`config.mk`:
```
export PLATFORM = sky130hd
export DESIGN_NAME = otewd_top
export DESIGN_NICKNAME = d
export VERILOG_FILES = /design/src/hdl/otewd_pkg.sv /design/src/hdl/otewd_top.sv
export VERILOG_INCLUDE_DIRS = /design/src /design/src/hdl
export SDC_FILE = /design/constraint.sdc
export NUM_CORES = 1
export LEC_CHECK = 0
export ABC_CLOCK_PERIOD_IN_PS = 2000
export BUFFER_PORTS_ARGS = -buffer_cell sky130_fd_sc_hd__buf_4
export CAP_MARGIN = 10
export CORE_AREA = 2 2 63 65
export DETAILED_ROUTE_END_ITERATION = 12
export DIE_AREA = 0 0 65 67
export PLACE_DENSITY = 0.78
export SETUP_SLACK_MARGIN = 0.02
export SYNTH_ARGS = -nofsm -noshare
export SYNTH_HDL_FRONTEND = slang
export SYNTH_SLANG_ARGS = --single-unit
export TNS_END_PERCENT = 30
```
`constraint.sdc`:
```
create_clock -name core_clk_in -period 2 [get_ports core_clk_in]
set_input_delay 0.2 -clock core_clk_in [delete_from_list [all_inputs] [get_ports core_clk_in]]
set_output_delay 0.2 -clock core_clk_in [all_outputs]
set_load 0.01 [all_outputs]
```
`src/hdl/otewd_consts.svh`:
```
// Constants of the one-time-enable watchdog.
//
// Contract
// - A 14-bit counter; the service register is the only visible part.
// - After any reset the watchdog is off and its counter holds still.
// - Writing 01EH then 0E1H to service address 0A6H turns the watchdog on.
// - While on, the counter advances by one on every machine cycle.
// - Once on, software cannot turn it off; only a reset or overflow does.
// - While on, the sequence 01EH then 0E1H clears the counter to zero.
// - On reaching 3FFFH (16383) the counter overflows and resets the device.
// - On overflow the device drives the reset pin high as an output pulse.
// - Reset pulse is 98 oscillator periods in 6-clock, 196 in 12-clock mode.
// - The service register is write only; reads give no watchdog data.
// - Counter is hidden; only counting, service or reset change it.
`ifndef OTEWD_CONSTS_SVH
`define OTEWD_CONSTS_SVH

// ==========================================================
// Register map and service keys.
`define OTEWD_SVC_ADDR 8'hA6
`define OTEWD_KEY_FIRST 8'h1E
`define OTEWD_KEY_SECOND 8'hE1
`define OTEWD_RDATA_IDLE 8'h00

// ==========================================================
// Counter layout.
`define OTEWD_CNT_W 14
`define OTEWD_CNT_RESET 14'h0000
`define OTEWD_CNT_TERM 14'h3FFF

// ==========================================================
// Timing: the core clock is the oscillator.
`define OTEWD_OSC_PERIOD_NS 50
`define OTEWD_CLK_PERIOD_NS 50
`define OTEWD_MC6_OSC 6
`define OTEWD_MC12_OSC 12
`define OTEWD_PULSE6_OSC 98
`define OTEWD_PULSE12_OSC 196
`define OTEWD_MC6_CYC \
    ((`OTEWD_MC6_OSC * `OTEWD_OSC_PERIOD_NS) / `OTEWD_CLK_PERIOD_NS)
`define OTEWD_MC12_CYC \
    ((`OTEWD_MC12_OSC * `OTEWD_OSC_PERIOD_NS) / `OTEWD_CLK_PERIOD_NS)
`define OTEWD_PULSE6_CYC \
    ((`OTEWD_PULSE6_OSC * `OTEWD_OSC_PERIOD_NS) / `OTEWD_CLK_PERIOD_NS)
`define OTEWD_PULSE12_CYC \
    ((`OTEWD_PULSE12_OSC * `OTEWD_OSC_PERIOD_NS) / `OTEWD_CLK_PERIOD_NS)
`define OTEWD_DIV_W 4
`define OTEWD_PULSE_W 8

`endif

```
`src/hdl/otewd_pkg.sv`:
```
// Types of the one-time-enable watchdog.
`default_nettype none

package otewd_pkg;

    // ======================================================
    // Watchdog states, one-hot.
    typedef enum logic [2:0] {
        WD_OFF = 3'b001,
        WD_RUN = 3'b010,
        WD_PULSE = 3'b100
    } otewd_state_t;

    // ======================================================
    // Service sequence states, one-hot.
    typedef enum logic [1:0] {
        SEQ_IDLE = 2'b01,
        SEQ_ARMED = 2'b10
    } otewd_seq_t;

endpackage

`default_nettype wire

```
`src/hdl/otewd_top.sv`:
```
// One-time-enable watchdog with service register and reset-out pulse.
`include "otewd_consts.svh"
`default_nettype none

module otewd_top
    import otewd_pkg::*;
(
    input wire logic core_clk_in,
    input wire logic rst_n_in,
    input wire logic clk_mode6_in,
    input wire logic sfr_wr_en_in,
    input wire logic sfr_rd_en_in,
    input wire logic [7:0] sfr_addr_in,
    input wire logic [7:0] sfr_wdata_in,
    output logic [7:0] sfr_rdata_out,
    output logic dev_reset_out,
    output logic rst_pin_out,
    output logic rst_pin_oe_n_out
);

    // ======================================================
    // Declarations.
    otewd_state_t state_r;
    otewd_state_t state_nxt;
    otewd_seq_t seq_r;
    logic [`OTEWD_CNT_W-1:0] cnt_r;
    logic [`OTEWD_DIV_W-1:0] div_r;
    logic [`OTEWD_PULSE_W-1:0] pulse_r;
    logic svc_wr;
    logic seq_done;
    logic mc_tick;
    logic overflow;
    logic pulse_end;
    logic [`OTEWD_DIV_W-1:0] div_last;
    logic [`OTEWD_PULSE_W-1:0] pulse_load;

    // ======================================================
    // Service register decode.
    assign svc_wr = sfr_wr_en_in && (sfr_addr_in == `OTEWD_SVC_ADDR);
    assign seq_done = svc_wr && (seq_r == SEQ_ARMED) &&
        (sfr_wdata_in == `OTEWD_KEY_SECOND);

    // ======================================================
    // Machine cycle divider.
    assign div_last = clk_mode6_in ?
        `OTEWD_DIV_W'(`OTEWD_MC6_CYC - 1) :
        `OTEWD_DIV_W'(`OTEWD_MC12_CYC - 1);
    assign mc_tick = (div_r >= div_last);

    always_ff @(posedge core_clk_in or negedge rst_n_in) begin
        if (!rst_n_in) begin
            div_r <= '0;
        end else if (mc_tick || state_r != WD_RUN) begin
            div_r <= '0;
        end else begin
            div_r <= div_r + `OTEWD_DIV_W'(1);
        end
    end

    // ======================================================
    // Overflow detection and pulse length.
    assign overflow = (state_r == WD_RUN) &&
        (cnt_r == `OTEWD_CNT_TERM);
    assign pulse_load = clk_mode6_in ?
        `OTEWD_PULSE_W'(`OTEWD_PULSE6_CYC - 1) :
        `OTEWD_PULSE_W'(`OTEWD_PULSE12_CYC - 1);
    assign pulse_end = (pulse_r == '0);

    // ======================================================
    // Watchdog state machine.
    always_comb begin
        state_nxt = state_r;
        unique case (state_r)
            WD_OFF: begin
                if (seq_done) begin
                    state_nxt = WD_RUN;
                end
            end
            WD_RUN: begin
                if (overflow) begin
                    state_nxt = WD_PULSE;
                end
            end
            WD_PULSE: begin
                if (pulse_end) begin
                    state_nxt = WD_OFF;
                end
            end
            default: begin
                state_nxt = WD_OFF;
            end
        endcase
    end

    always_ff @(posedge core_clk_in or negedge rst_n_in) begin
        if (!rst_n_in) begin
            state_r <= WD_OFF;
        end else begin
            state_r <= state_nxt;
        end
    end

    // ======================================================
    // Service sequence tracker.
    always_ff @(posedge core_clk_in or negedge rst_n_in) begin
        if (!rst_n_in) begin
            seq_r <= SEQ_IDLE;
        end else if (state_r == WD_PULSE) begin
            seq_r <= SEQ_IDLE;
        end else if (svc_wr) begin
            if (seq_r == SEQ_IDLE && sfr_wdata_in == `OTEWD_KEY_FIRST) begin
                seq_r <= SEQ_ARMED;
            end else begin
                seq_r <= SEQ_IDLE;
            end
        end
    end

    // ======================================================
    // Watchdog counter, changed only by counting, service or reset.
    always_ff @(posedge core_clk_in or negedge rst_n_in) begin
        if (!rst_n_in) begin
            cnt_r <= `OTEWD_CNT_RESET;
        end else if (state_r != WD_RUN || overflow) begin
            cnt_r <= `OTEWD_CNT_RESET;
        end else if (seq_done) begin
            cnt_r <= `OTEWD_CNT_RESET;
        end else if (mc_tick) begin
            cnt_r <= cnt_r + `OTEWD_CNT_W'(1);
        end
    end

    // ======================================================
    // Reset pulse length counter.
    always_ff @(posedge core_clk_in or negedge rst_n_in) begin
        if (!rst_n_in) begin
            pulse_r <= '0;
        end else if (overflow) begin
            pulse_r <= pulse_load;
        end else if (state_r == WD_PULSE && !pulse_end) begin
            pulse_r <= pulse_r - `OTEWD_PULSE_W'(1);
        end
    end

    // ======================================================
    // Outputs.
    always_ff @(posedge core_clk_in or negedge rst_n_in) begin
        if (!rst_n_in) begin
            dev_reset_out <= 1'b0;
            rst_pin_out <= 1'b0;
            rst_pin_oe_n_out <= 1'b1;
        end else begin
            dev_reset_out <= (state_nxt == WD_PULSE);
            rst_pin_out <= (state_nxt == WD_PULSE);
            rst_pin_oe_n_out <= (state_nxt != WD_PULSE);
        end
    end

    always_ff @(posedge core_clk_in or negedge rst_n_in) begin
        if (!rst_n_in) begin
            sfr_rdata_out <= `OTEWD_RDATA_IDLE;
        end else if (sfr_rd_en_in) begin
            sfr_rdata_out <= `OTEWD_RDATA_IDLE;
        end
    end

    // ======================================================
    // Assertion helpers.
    logic [`OTEWD_PULSE_W:0] hi_len_r;
    logic mode6_at_ovf_r;

    always_ff @(posedge core_clk_in or negedge rst_n_in) begin
        if (!rst_n_in) begin
            hi_len_r <= '0;
            mode6_at_ovf_r <= 1'b0;
        end else begin
            if (rst_pin_out) begin
                hi_len_r <= hi_len_r + (`OTEWD_PULSE_W+1)'(1);
            end else begin
                hi_len_r <= '0;
            end
            if (overflow) begin
                mode6_at_ovf_r <= clk_mode6_in;
            end
        end
    end
endmodule

`default_nettype wire

```
==> impl_table.tex, run 1 <==
\begin{tabular}{lr}
\hline
Metric & Value \\
\hline
\multicolumn{2}{l}{\textbf{Drt}} \\
\quad DRC viols & 0 \\
\quad Detailed router's first-iteration violation count & 75 \\
\quad Number of iterations in the first detailed-routing pass & 4 \\
\quad Number of nets still failing antenna checks after routing & 0 \\
\quad Post-Route WL & 3930 um \\
\quad Detailed-route vias per instance & 5.80 \\
\quad Via total after detailed routing & 1565 \\
\quad Routed length per placed instance & 14.5 um \\
\multicolumn{2}{l}{\textbf{Die}} \\
\quad Starting density of the core & 53.6\% \\
\quad DIE WIDTH & 65 um \\
\quad Io pins & 32 \\
\quad Vert. Die Dim & 67 um \\
\quad Placeable core area & 3610 um2 \\
\quad Die Outline Area & 4360 um2 \\
\quad Placement Rows & 22 \\
\multicolumn{2}{l}{\textbf{Timing}} \\
\quad Setup total negative slack & 0 ps \\
\quad Largest clock skew in the final design & 5.63 ps \\
\quad Final critical-path required period & 1920 ps \\
\quad Maximum clock rate & 520 MHz \\
\quad Post-route worst setup slack & 75.5 ps \\
\quad Portion of the clock cycle consumed by the worst path in the final layout & 96.2\% \\
\quad Setup repair after global routing missed its margin & yes \\
\quad Final hold viol count & 0 \\
\quad Number of failing setup endpoints in the final timing report & 0 \\
\quad Max Slew Vio Count & 0 \\
\multicolumn{2}{l}{\textbf{Setup path}} \\
\quad Worst-path maximum fanout & 10 \\
\quad Setup CP Type & flip-flop to flip-flop \\
\quad Worst Setup End Kind & flip-flop \\
\quad Required time of the critical path & 2190 ps \\
\quad Cell-by-cell listing of the critical path & ha\_1 > a21o\_1 > a32oi\_2 > or4\_1 > a211oi\_1 \\
\quad Arrival time at the worst endpoint & 2110 ps \\
\quad Startpoint type of the worst setup path & flip-flop \\
\quad Buffers \& Inverters on Critical Path & 0 \\
\quad Delay of the slowest cell on the worst path & 510 ps \\
\quad Cell with the largest stage delay on the worst path & sky130\_fd\_sc\_hd\_\_or4\_1 \\
\quad Kind of cell adding the most delay to the critical path & compound AO/OA/AOI/OAI gates \\
\multicolumn{2}{l}{\textbf{Synth}} \\
\quad Fraction of the yosys area taken by sequential cells & 42.9\% \\
\quad Total number of yosys warnings & 0 \\
\quad Average cell area after synthesis & 10.0 um2 \\
\quad Leading register cell type out of synthesis & sky130\_fd\_sc\_hd\_\_dfrtp\_1 \\
\quad Post-synthesis register bit count & 33 \\
\quad Synth Cell Area & 1930 um2 \\
\quad Count of flip-flops with a built-in enable after synthesis & 0 \\
\quad Post-synth cell types & 45 \\
\quad Async set-or-reset flop fraction in the synthesized netlist & 100\% \\
\quad Gate count after technology mapping & 193 \\
\multicolumn{2}{l}{\textbf{GRT}} \\
\quad Maximum number of pins on one net before global-route repair & 34 \\
\quad First-pass GRT wire length & 6740 um \\
\quad Global route overflow & 0 \\
\quad Number of antenna violations at the first check in global routing & 0 \\
\quad Via count of the first global-routing pass & 1519 \\
\quad Combined global-route utilization of all metal layers & 20.0\% \\
\multicolumn{2}{l}{\textbf{Placed design}} \\
\quad Detailed placer's ending HPWL & 2660 um \\
\quad Routability-driven placement congestion ratio & 0.778 \\
\quad Worst slack at placement & 0.941 ps \\
\quad \# port buffers & 22 \\
\multicolumn{2}{l}{\textbf{Clock tree}} \\
\quad Insertion delay to the later sink of the worst-skew pair & 280 ps \\
\quad Number of buffers on the longest clock path & 2 \\
\quad TritonCTS clock tree & built \\
\quad Clk slew on worst S/H paths & 70 ps \\
\quad Number of levels the H-tree was split into & 2 \\
\quad Root Driver & sky130\_fd\_sc\_hd\_\_clkbuf\_8 \\
\quad CTS sink count & 33 \\
\quad CTS buffer count & 5 \\
\multicolumn{2}{l}{\textbf{Pwr}} \\
\quad Power density cells & 834 nW/um2 \\
\quad Leakage power of the design & 1.03 nW \\
\quad Maximum VDD drop & 0.706 mV \\
\multicolumn{2}{l}{\textbf{Hold path}} \\
\quad Worst hold path class & input port to flip-flop \\
\multicolumn{2}{l}{\textbf{Final layout}} \\
\quad Final net count & 249 \\
\quad Layout cells sized above 1 & 24.8\% \\
\quad Count of filler cells inserted in the layout & 321 \\
\quad Area Overhead vs Synth & 18.1\% \\
\quad Most frequent cells in the layout & sky130\_fd\_sc\_hd\_\_dfrtp\_1, sky130\_fd\_sc\_hd\_\_buf\_4, sky130\_fd\_sc\_hd\_\_inv\_1 \\
\quad Number of antenna diodes & 0 \\
\multicolumn{2}{l}{\textbf{Run}} \\
\quad Number of max-cap violations & 0 \\
\multicolumn{2}{l}{\textbf{Outcome}} \\
\quad Outcome & finished clean \\
\hline
\end{tabular}
==> metrics by stage <==
| step | total power [mW] | std cells | cell area (um2) | hold slack (ps) | util, % |
|---|---|---|---|---|---|
| 2_1_floorplan | 1.19 | 200 | 1960 | -95.6 | - |
| 3_3_place_gp | 1.33 | 261 | 2140 | 166 | 59.3 |
| 3_5_place_dp | 1.35 | 261 | 2140 | 169 | 59.3 |
| 4_1_cts | 1.92 | 270 | 2260 | 263 | 62.6 |
| 5_1_grt | 2.03 | 270 | 2280 | 296 | 63.3 |
| 6_report | 1.90 | 270 | 2280 | 272 | 63.3 |
==> per-layer routing <==
metal  track usage (%)  up-vias  share of wire, %
li1                  -      771                 -
met3              4.39        7               3.3
met1              24.0      766                45
met5                 0        -                 0
met2              34.9       21                50
met4              7.71        0               1.3
==> logic make-up (layout without fill, tap and decap cells) <==
| logic type | after synthesis | count (layout) | share of synthesized area, % |
|---|---|---|---|
| xor gates and xnor gates | 5 | 5 | 2.27 |
| buffers and inverters | 27 | 49 | 7.51 |
| AOI/OAI and AO/OA | 47 | 47 | 17.5 |
| DFF | 33 | 33 | 42.9 |
| adders and majority gates | 7 | 7 | 4.53 |
| muxes | 3 | 3 | 1.55 |
| and+or+nand+nor | 70 | 70 | 23.6 |
| other | 1 | 8 | 0.194 |
==> sequential cells by signal (all words and copies together) (netlist names) <==
signal,count
cnt_r,14
div_r,4
pulse_r,8
rst_pin_oe_n_out,1
rst_pin_out,1
seq_r,2
state_r,3
==> power breakdown <==
| group | leakage, nW | internal [mW] | switching, mW |
|---|---|---|---|
| Clock | 0.0542 | 0.311 | 0.239 |
| Combinational | 0.553 | 0.228 | 0.283 |
| Sequential | 0.425 | 0.762 | 0.0811 |
==> synth_stat cells (3+ instances only) <==
cell type,count,share of area (%)
sky130_fd_sc_hd__xnor2_1,3,1.4
sky130_fd_sc_hd__o31ai_1,7,2.7
sky130_fd_sc_hd__dfrtp_1,30,39
sky130_fd_sc_hd__a21oi_1,6,1.6
sky130_fd_sc_hd__a21o_1,5,1.9
sky130_fd_sc_hd__ha_1,7,4.5
sky130_fd_sc_hd__or3_1,6,1.9
sky130_fd_sc_hd__nor2_1,7,1.4
sky130_fd_sc_hd__nand2_1,6,1.2
sky130_fd_sc_hd__and4_1,3,1.4
sky130_fd_sc_hd__buf_4,9,3.5
sky130_fd_sc_hd__nor4bb_1,3,1.6
sky130_fd_sc_hd__a31oi_1,3,0.97
sky130_fd_sc_hd__or4_1,7,2.7
sky130_fd_sc_hd__o21ai_0,7,1.8
sky130_fd_sc_hd__nand4_1,7,2.3
sky130_fd_sc_hd__nor3_1,6,1.6
sky130_fd_sc_hd__mux2i_1,3,1.6
sky130_fd_sc_hd__clkbuf_1,5,0.97
sky130_fd_sc_hd__a211oi_1,12,4.7
sky130_fd_sc_hd__nand3_1,6,1.6
sky130_fd_sc_hd__inv_1,10,1.9
sky130_fd_sc_hd__dfstp_2,3,4.1
==> worst min-delay path: cells and delay by family <==
family                 cells  cell delay, ps
buffers and inverters      1             100
AND/OR/NAND/NOR            1              70
AO/OA/AOI/OAI              1             140
==> final timing paths <==
kind / start / to / slack (ps) / depth (start not counted)
min in group asynchronous: rst_n_in / cnt_r[4]$_DFFE_PN0P_ / 390 / 2
max in group asynchronous: rst_n_in / rst_pin_oe_n_out$_DFF_PN1_ / 1270 / 2
max: div_r[3]$_DFF_PN0_ / cnt_r[12]$_DFFE_PN0P_ / 80 / 5
min: clk_mode6_in / pulse_r[5]$_DFFE_PN0P_ / 270 / 3
min reg2reg: state_r[2]$_DFF_PN0_ / state_r[1]$_DFF_PN0_ / 480 / 1
max reg2reg: div_r[3]$_DFF_PN0_ / cnt_r[12]$_DFFE_PN0P_ / 80 / 5
==> timing repair <==
item,CTS,global route
resized for setup,1,6
hold buffers,1,0
setup endpoints to repair,3,9
setup buffers,0,0
hold endpoints to repair,30,0
==> cell type report <==
type	count	area (um2)	share of cell area, %
Clock buffer	7	96.3	4.22
Clock inverter	1	5.00	0.219
Inverter	10	37.5	1.64
Multi-Input combinational cell	140	1020	44.7
Sequential cell	33	830	36.3
Tap cell	48	60.1	2.63
Timing Repair Buffer	31	235	10.3
Power figures use the tool's default switching activity.
==> inputs of run 2 (changes only) <==
ABC_CLOCK_PERIOD_IN_PS = 1850   (was 2000)
clock period = 1.85 ns   (was 2 ns; I/O delays follow)
==> run 2 against run 1 <==
The run now ends with negative setup slack left. Via count rose by 5.0%. Fmax down 0.20%. Critical path type unchanged. Clock skew about the same. Design area increased by 8.0%. Highest routed layer unchanged. Global-route usage rose by 0.16 points. Core utilization rose by 5.1 points. Total power up 23%. Register-to-register slack worse by 150 ps. Largest cell class unchanged. First-iteration DRC count is 19% lower. Die area is the same. Routed wire length grew 11%.
==> impl_table.tex, run 2 (same netlist as run 1, synthesis figures left out) <==
\begin{tabular}{lr}
\hline
Metric & Value \\
\hline
\multicolumn{2}{l}{\textbf{Outcome}} \\
\quad Outcome & finished with violations \\
\quad Violated checks & negative setup slack \\
\multicolumn{2}{l}{\textbf{Drt}} \\
\quad Routed met2 length & 2310 um (+17\%) \\
\quad Met3 Wirelength & 137 um (+7.0\%) \\
\quad Post-Route WL & 4370 um (+11\%) \\
\quad DRC viols & 0 (unchanged) \\
\quad Detailed-routing wirelength on met1 & 1830 um (+3.4\%) \\
\quad Detailed router's first-iteration violation count & 61 (-19\%) \\
\quad Routed length per placed instance & 15.5 um (+6.9\%) \\
\quad Number of nets still failing antenna checks after routing & 0 (unchanged) \\
\quad Via total after detailed routing & 1644 (+5.0\%) \\
\quad Detailed-route vias per instance & 5.85 (+0.94\%) \\
\quad Top layer used by detailed routing & met4 \\
\quad Number of iterations in the first detailed-routing pass & 4 (unchanged) \\
\multicolumn{2}{l}{\textbf{Clock tree}} \\
\quad Insertion delay to the later sink of the worst-skew pair & 290 ps (about the same) \\
\quad Clk slew on worst S/H paths & 70 ps (about the same) \\
\quad Number of buffers on the longest clock path & 2 (unchanged) \\
\quad CTS sink count & 33 (unchanged) \\
\quad Root Driver & sky130\_fd\_sc\_hd\_\_clkbuf\_8 \\
\quad CTS buffer count & 5 (unchanged) \\
\quad TritonCTS clock tree & built \\
\quad Number of levels the H-tree was split into & 2 (unchanged) \\
\multicolumn{2}{l}{\textbf{Setup path}} \\
\quad Buffers \& Inverters on Critical Path & 2 (+2) \\
\quad Kind of cell adding the most delay to the critical path & compound AO/OA/AOI/OAI gates \\
\quad Arrival time at the worst endpoint & 2130 ps (+20 ps) \\
\quad Worst-path maximum fanout & 7 (-3) \\
\quad Worst Setup End Kind & flip-flop \\
\quad Cell-by-cell listing of the critical path & ha\_1 > a21o\_1 > a31oi\_4 > buf\_6 > buf\_4 > or3\_1 > a211oi\_2 \\
\quad Delay of the slowest cell on the worst path & 380 ps (-130 ps) \\
\quad Startpoint type of the worst setup path & flip-flop \\
\quad Setup CP Type & flip-flop to flip-flop \\
\quad Required time of the critical path & 2050 ps (-140 ps) \\
\quad Cell with the largest stage delay on the worst path & sky130\_fd\_sc\_hd\_\_dfrtp\_1 \\
\multicolumn{2}{l}{\textbf{Pwr}} \\
\quad Leakage power of the design & 1.10 nW (+6.4\%) \\
\quad Maximum VDD drop & 1.00 mV (+42\%) \\
\quad Power density cells & 946 nW/um2 (+14\%) \\
\quad Overall power after layout & 2.33 mW (+23\%) \\
\multicolumn{2}{l}{\textbf{Die}} \\
\quad Placeable core area & 3610 um2 (unchanged) \\
\quad Starting density of the core & 53.6\% (unchanged) \\
\quad Vert. Die Dim & 67 um (unchanged) \\
\quad Placement Rows & 22 (unchanged) \\
\quad Io pins & 32 (unchanged) \\
\quad Die Outline Area & 4360 um2 (unchanged) \\
\quad DIE WIDTH & 65 um (unchanged) \\
\multicolumn{2}{l}{\textbf{Timing}} \\
\quad Setup repair after global routing missed its margin & yes \\
\quad Number of failing setup endpoints in the final timing report & 7 (+7) \\
\quad Maximum clock rate & 519 MHz (-0.20\%) \\
\quad Final hold viol count & 0 (unchanged) \\
\quad Portion of the clock cycle consumed by the worst path in the final layout & 104\% (+8.0 points) \\
\quad Max Slew Vio Count & 0 (unchanged) \\
\quad Largest clock skew in the final design & 6.06 ps (+0.425 ps) \\
\quad Final critical-path required period & 1930 ps (+3.76 ps) \\
\quad Post-route worst setup slack & -78.3 ps (-154 ps) \\
\multicolumn{2}{l}{\textbf{GRT}} \\
\quad Via count of the first global-routing pass & 1595 (+5.0\%) \\
\quad Maximum number of pins on one net before global-route repair & 34 (unchanged) \\
\quad Number of antenna violations at the first check in global routing & 0 (unchanged) \\
\quad Combined global-route utilization of all metal layers & 20.2\% (+0.16 points) \\
\quad First-pass GRT wire length & 6740 um (unchanged) \\
\quad Global route overflow & 0 (unchanged) \\
\multicolumn{2}{l}{\textbf{Final layout}} \\
\quad Combined area of the multi-input logic cells & 1110 um2 (+9.1\%) \\
\quad Area Overhead vs Synth & 27.6\% \\
\quad Most flops, register & cnt\_r \\
\quad Sequential cell area & 830 um2 (unchanged) \\
\quad Final net count & 260 (+4.4\%) \\
\quad Layout cells sized above 1 & 33.5\% (+8.7 points) \\
\quad Max FFs per register & 14 (unchanged) \\
\quad Number of antenna diodes & 0 (unchanged) \\
\quad Count of filler cells inserted in the layout & 283 (-12\%) \\
\quad Most common cell after layout, fill and taps aside & sky130\_fd\_sc\_hd\_\_buf\_4 \\
\quad Registers with the highest flip-flop counts & cnt\_r x14, pulse\_r x8, div\_r x4 \\
\quad Most frequent cells in the layout & sky130\_fd\_sc\_hd\_\_buf\_4, sky130\_fd\_sc\_hd\_\_dfrtp\_1, sky130\_fd\_sc\_hd\_\_inv\_1 \\
\multicolumn{2}{l}{\textbf{Run}} \\
\quad Number of max-cap violations & 0 (unchanged) \\
\multicolumn{2}{l}{\textbf{Placed design}} \\
\quad Worst slack at placement & -154 ps (-155 ps) \\
\quad Routability-driven placement congestion ratio & 0.762 (-2.0\%) \\
\quad \# port buffers & 22 (unchanged) \\
\quad Detailed placer's ending HPWL & 2850 um (+7.0\%) \\
\multicolumn{2}{l}{\textbf{Hold path}} \\
\quad Worst hold path class & input port to flip-flop \\
\hline
\end{tabular}
[run 2: cell count changes in the layout (fill, tap and decap cells not counted), sizes merged]
cell  delta
buf     +11
[run 2: report_power, final]
| group | internal (mW) | switching [mW] | leakage [nW] | total [mW] |
|---|---|---|---|---|
| registers | 0.824 | 0.0891 | 0.425 | 0.913 |
| clock network | 0.336 | 0.266 | 0.0542 | 0.602 |
| logic | 0.409 | 0.411 | 0.620 | 0.820 |
| total | 1.57 | 0.766 | 1.10 | 2.33 |
[run 2: worst reg2reg max path, stage by stage, from the launching register on]
cell                       delay, ps
sky130_fd_sc_hd__dfrtp_1         380
sky130_fd_sc_hd__ha_1            270
sky130_fd_sc_hd__a21o_1          220
sky130_fd_sc_hd__a31oi_4         130
sky130_fd_sc_hd__buf_6           150
sky130_fd_sc_hd__buf_4           140
sky130_fd_sc_hd__or3_1           330
sky130_fd_sc_hd__a211oi_2        220
[run 2: stage by stage]
step           hold WS, ps  std cells  util [%]  TNS, ps  area (um2)
2_1_floorplan         -111        200         -        0        1960
3_3_place_gp           151        271      61.3    -88.1        2210
3_5_place_dp           151        271      61.3     -640        2210
4_1_cts                298        280      65.5     -134        2360
5_1_grt                337        281      68.4     -935        2470
6_report               302        281      68.4     -337        2470
[run 2: worst paths after layout]
| path | start | endpoint | slack [ps] | depth (start not counted) |
|---|---|---|---|---|
| setup / recovery | div_r[1]$_DFF_PN0_ | cnt_r[2]$_DFFE_PN0P_ | -80 | 7 |
| hold / removal | sfr_addr_in[7] | seq_r[0]$_DFFE_PN1P_ | 300 | 4 |
| setup reg to reg | div_r[1]$_DFF_PN0_ | cnt_r[2]$_DFFE_PN0P_ | -80 | 7 |
| hold reg to reg | state_r[2]$_DFF_PN0_ | state_r[1]$_DFF_PN0_ | 480 | 1 |
| max in group asynchronous | rst_n_in | rst_pin_oe_n_out$_DFF_PN1_ | 1130 | 2 |
| min in group asynchronous | rst_n_in | cnt_r[4]$_DFFE_PN0P_ | 380 | 2 |
[run 2: area by class of cell]
cell class                      instances  area share, %
Tap cell                               48           2.44
Clock inverter                          1          0.203
Sequential cell                        33           33.6
Inverter                               10           1.52
Clock buffer                            7           3.91
Timing Repair Buffer                   42           13.2
Multi-Input combinational cell        140           45.1
[run 2: layer usage]
layer	vias to the layer above	GRT usage (%)
met1	805	22.1
met5	-	0
li1	797	-
met4	0	9.04
met2	30	36.7
met3	12	4.90
[run 2: timing repair]
action,CTS,global route
pin swaps,2,7
buffers inserted,0,1
gates resized for setup,6,17
hold endpoints to repair,30,0
hold buffers,1,0
setup endpoints to repair,12,12
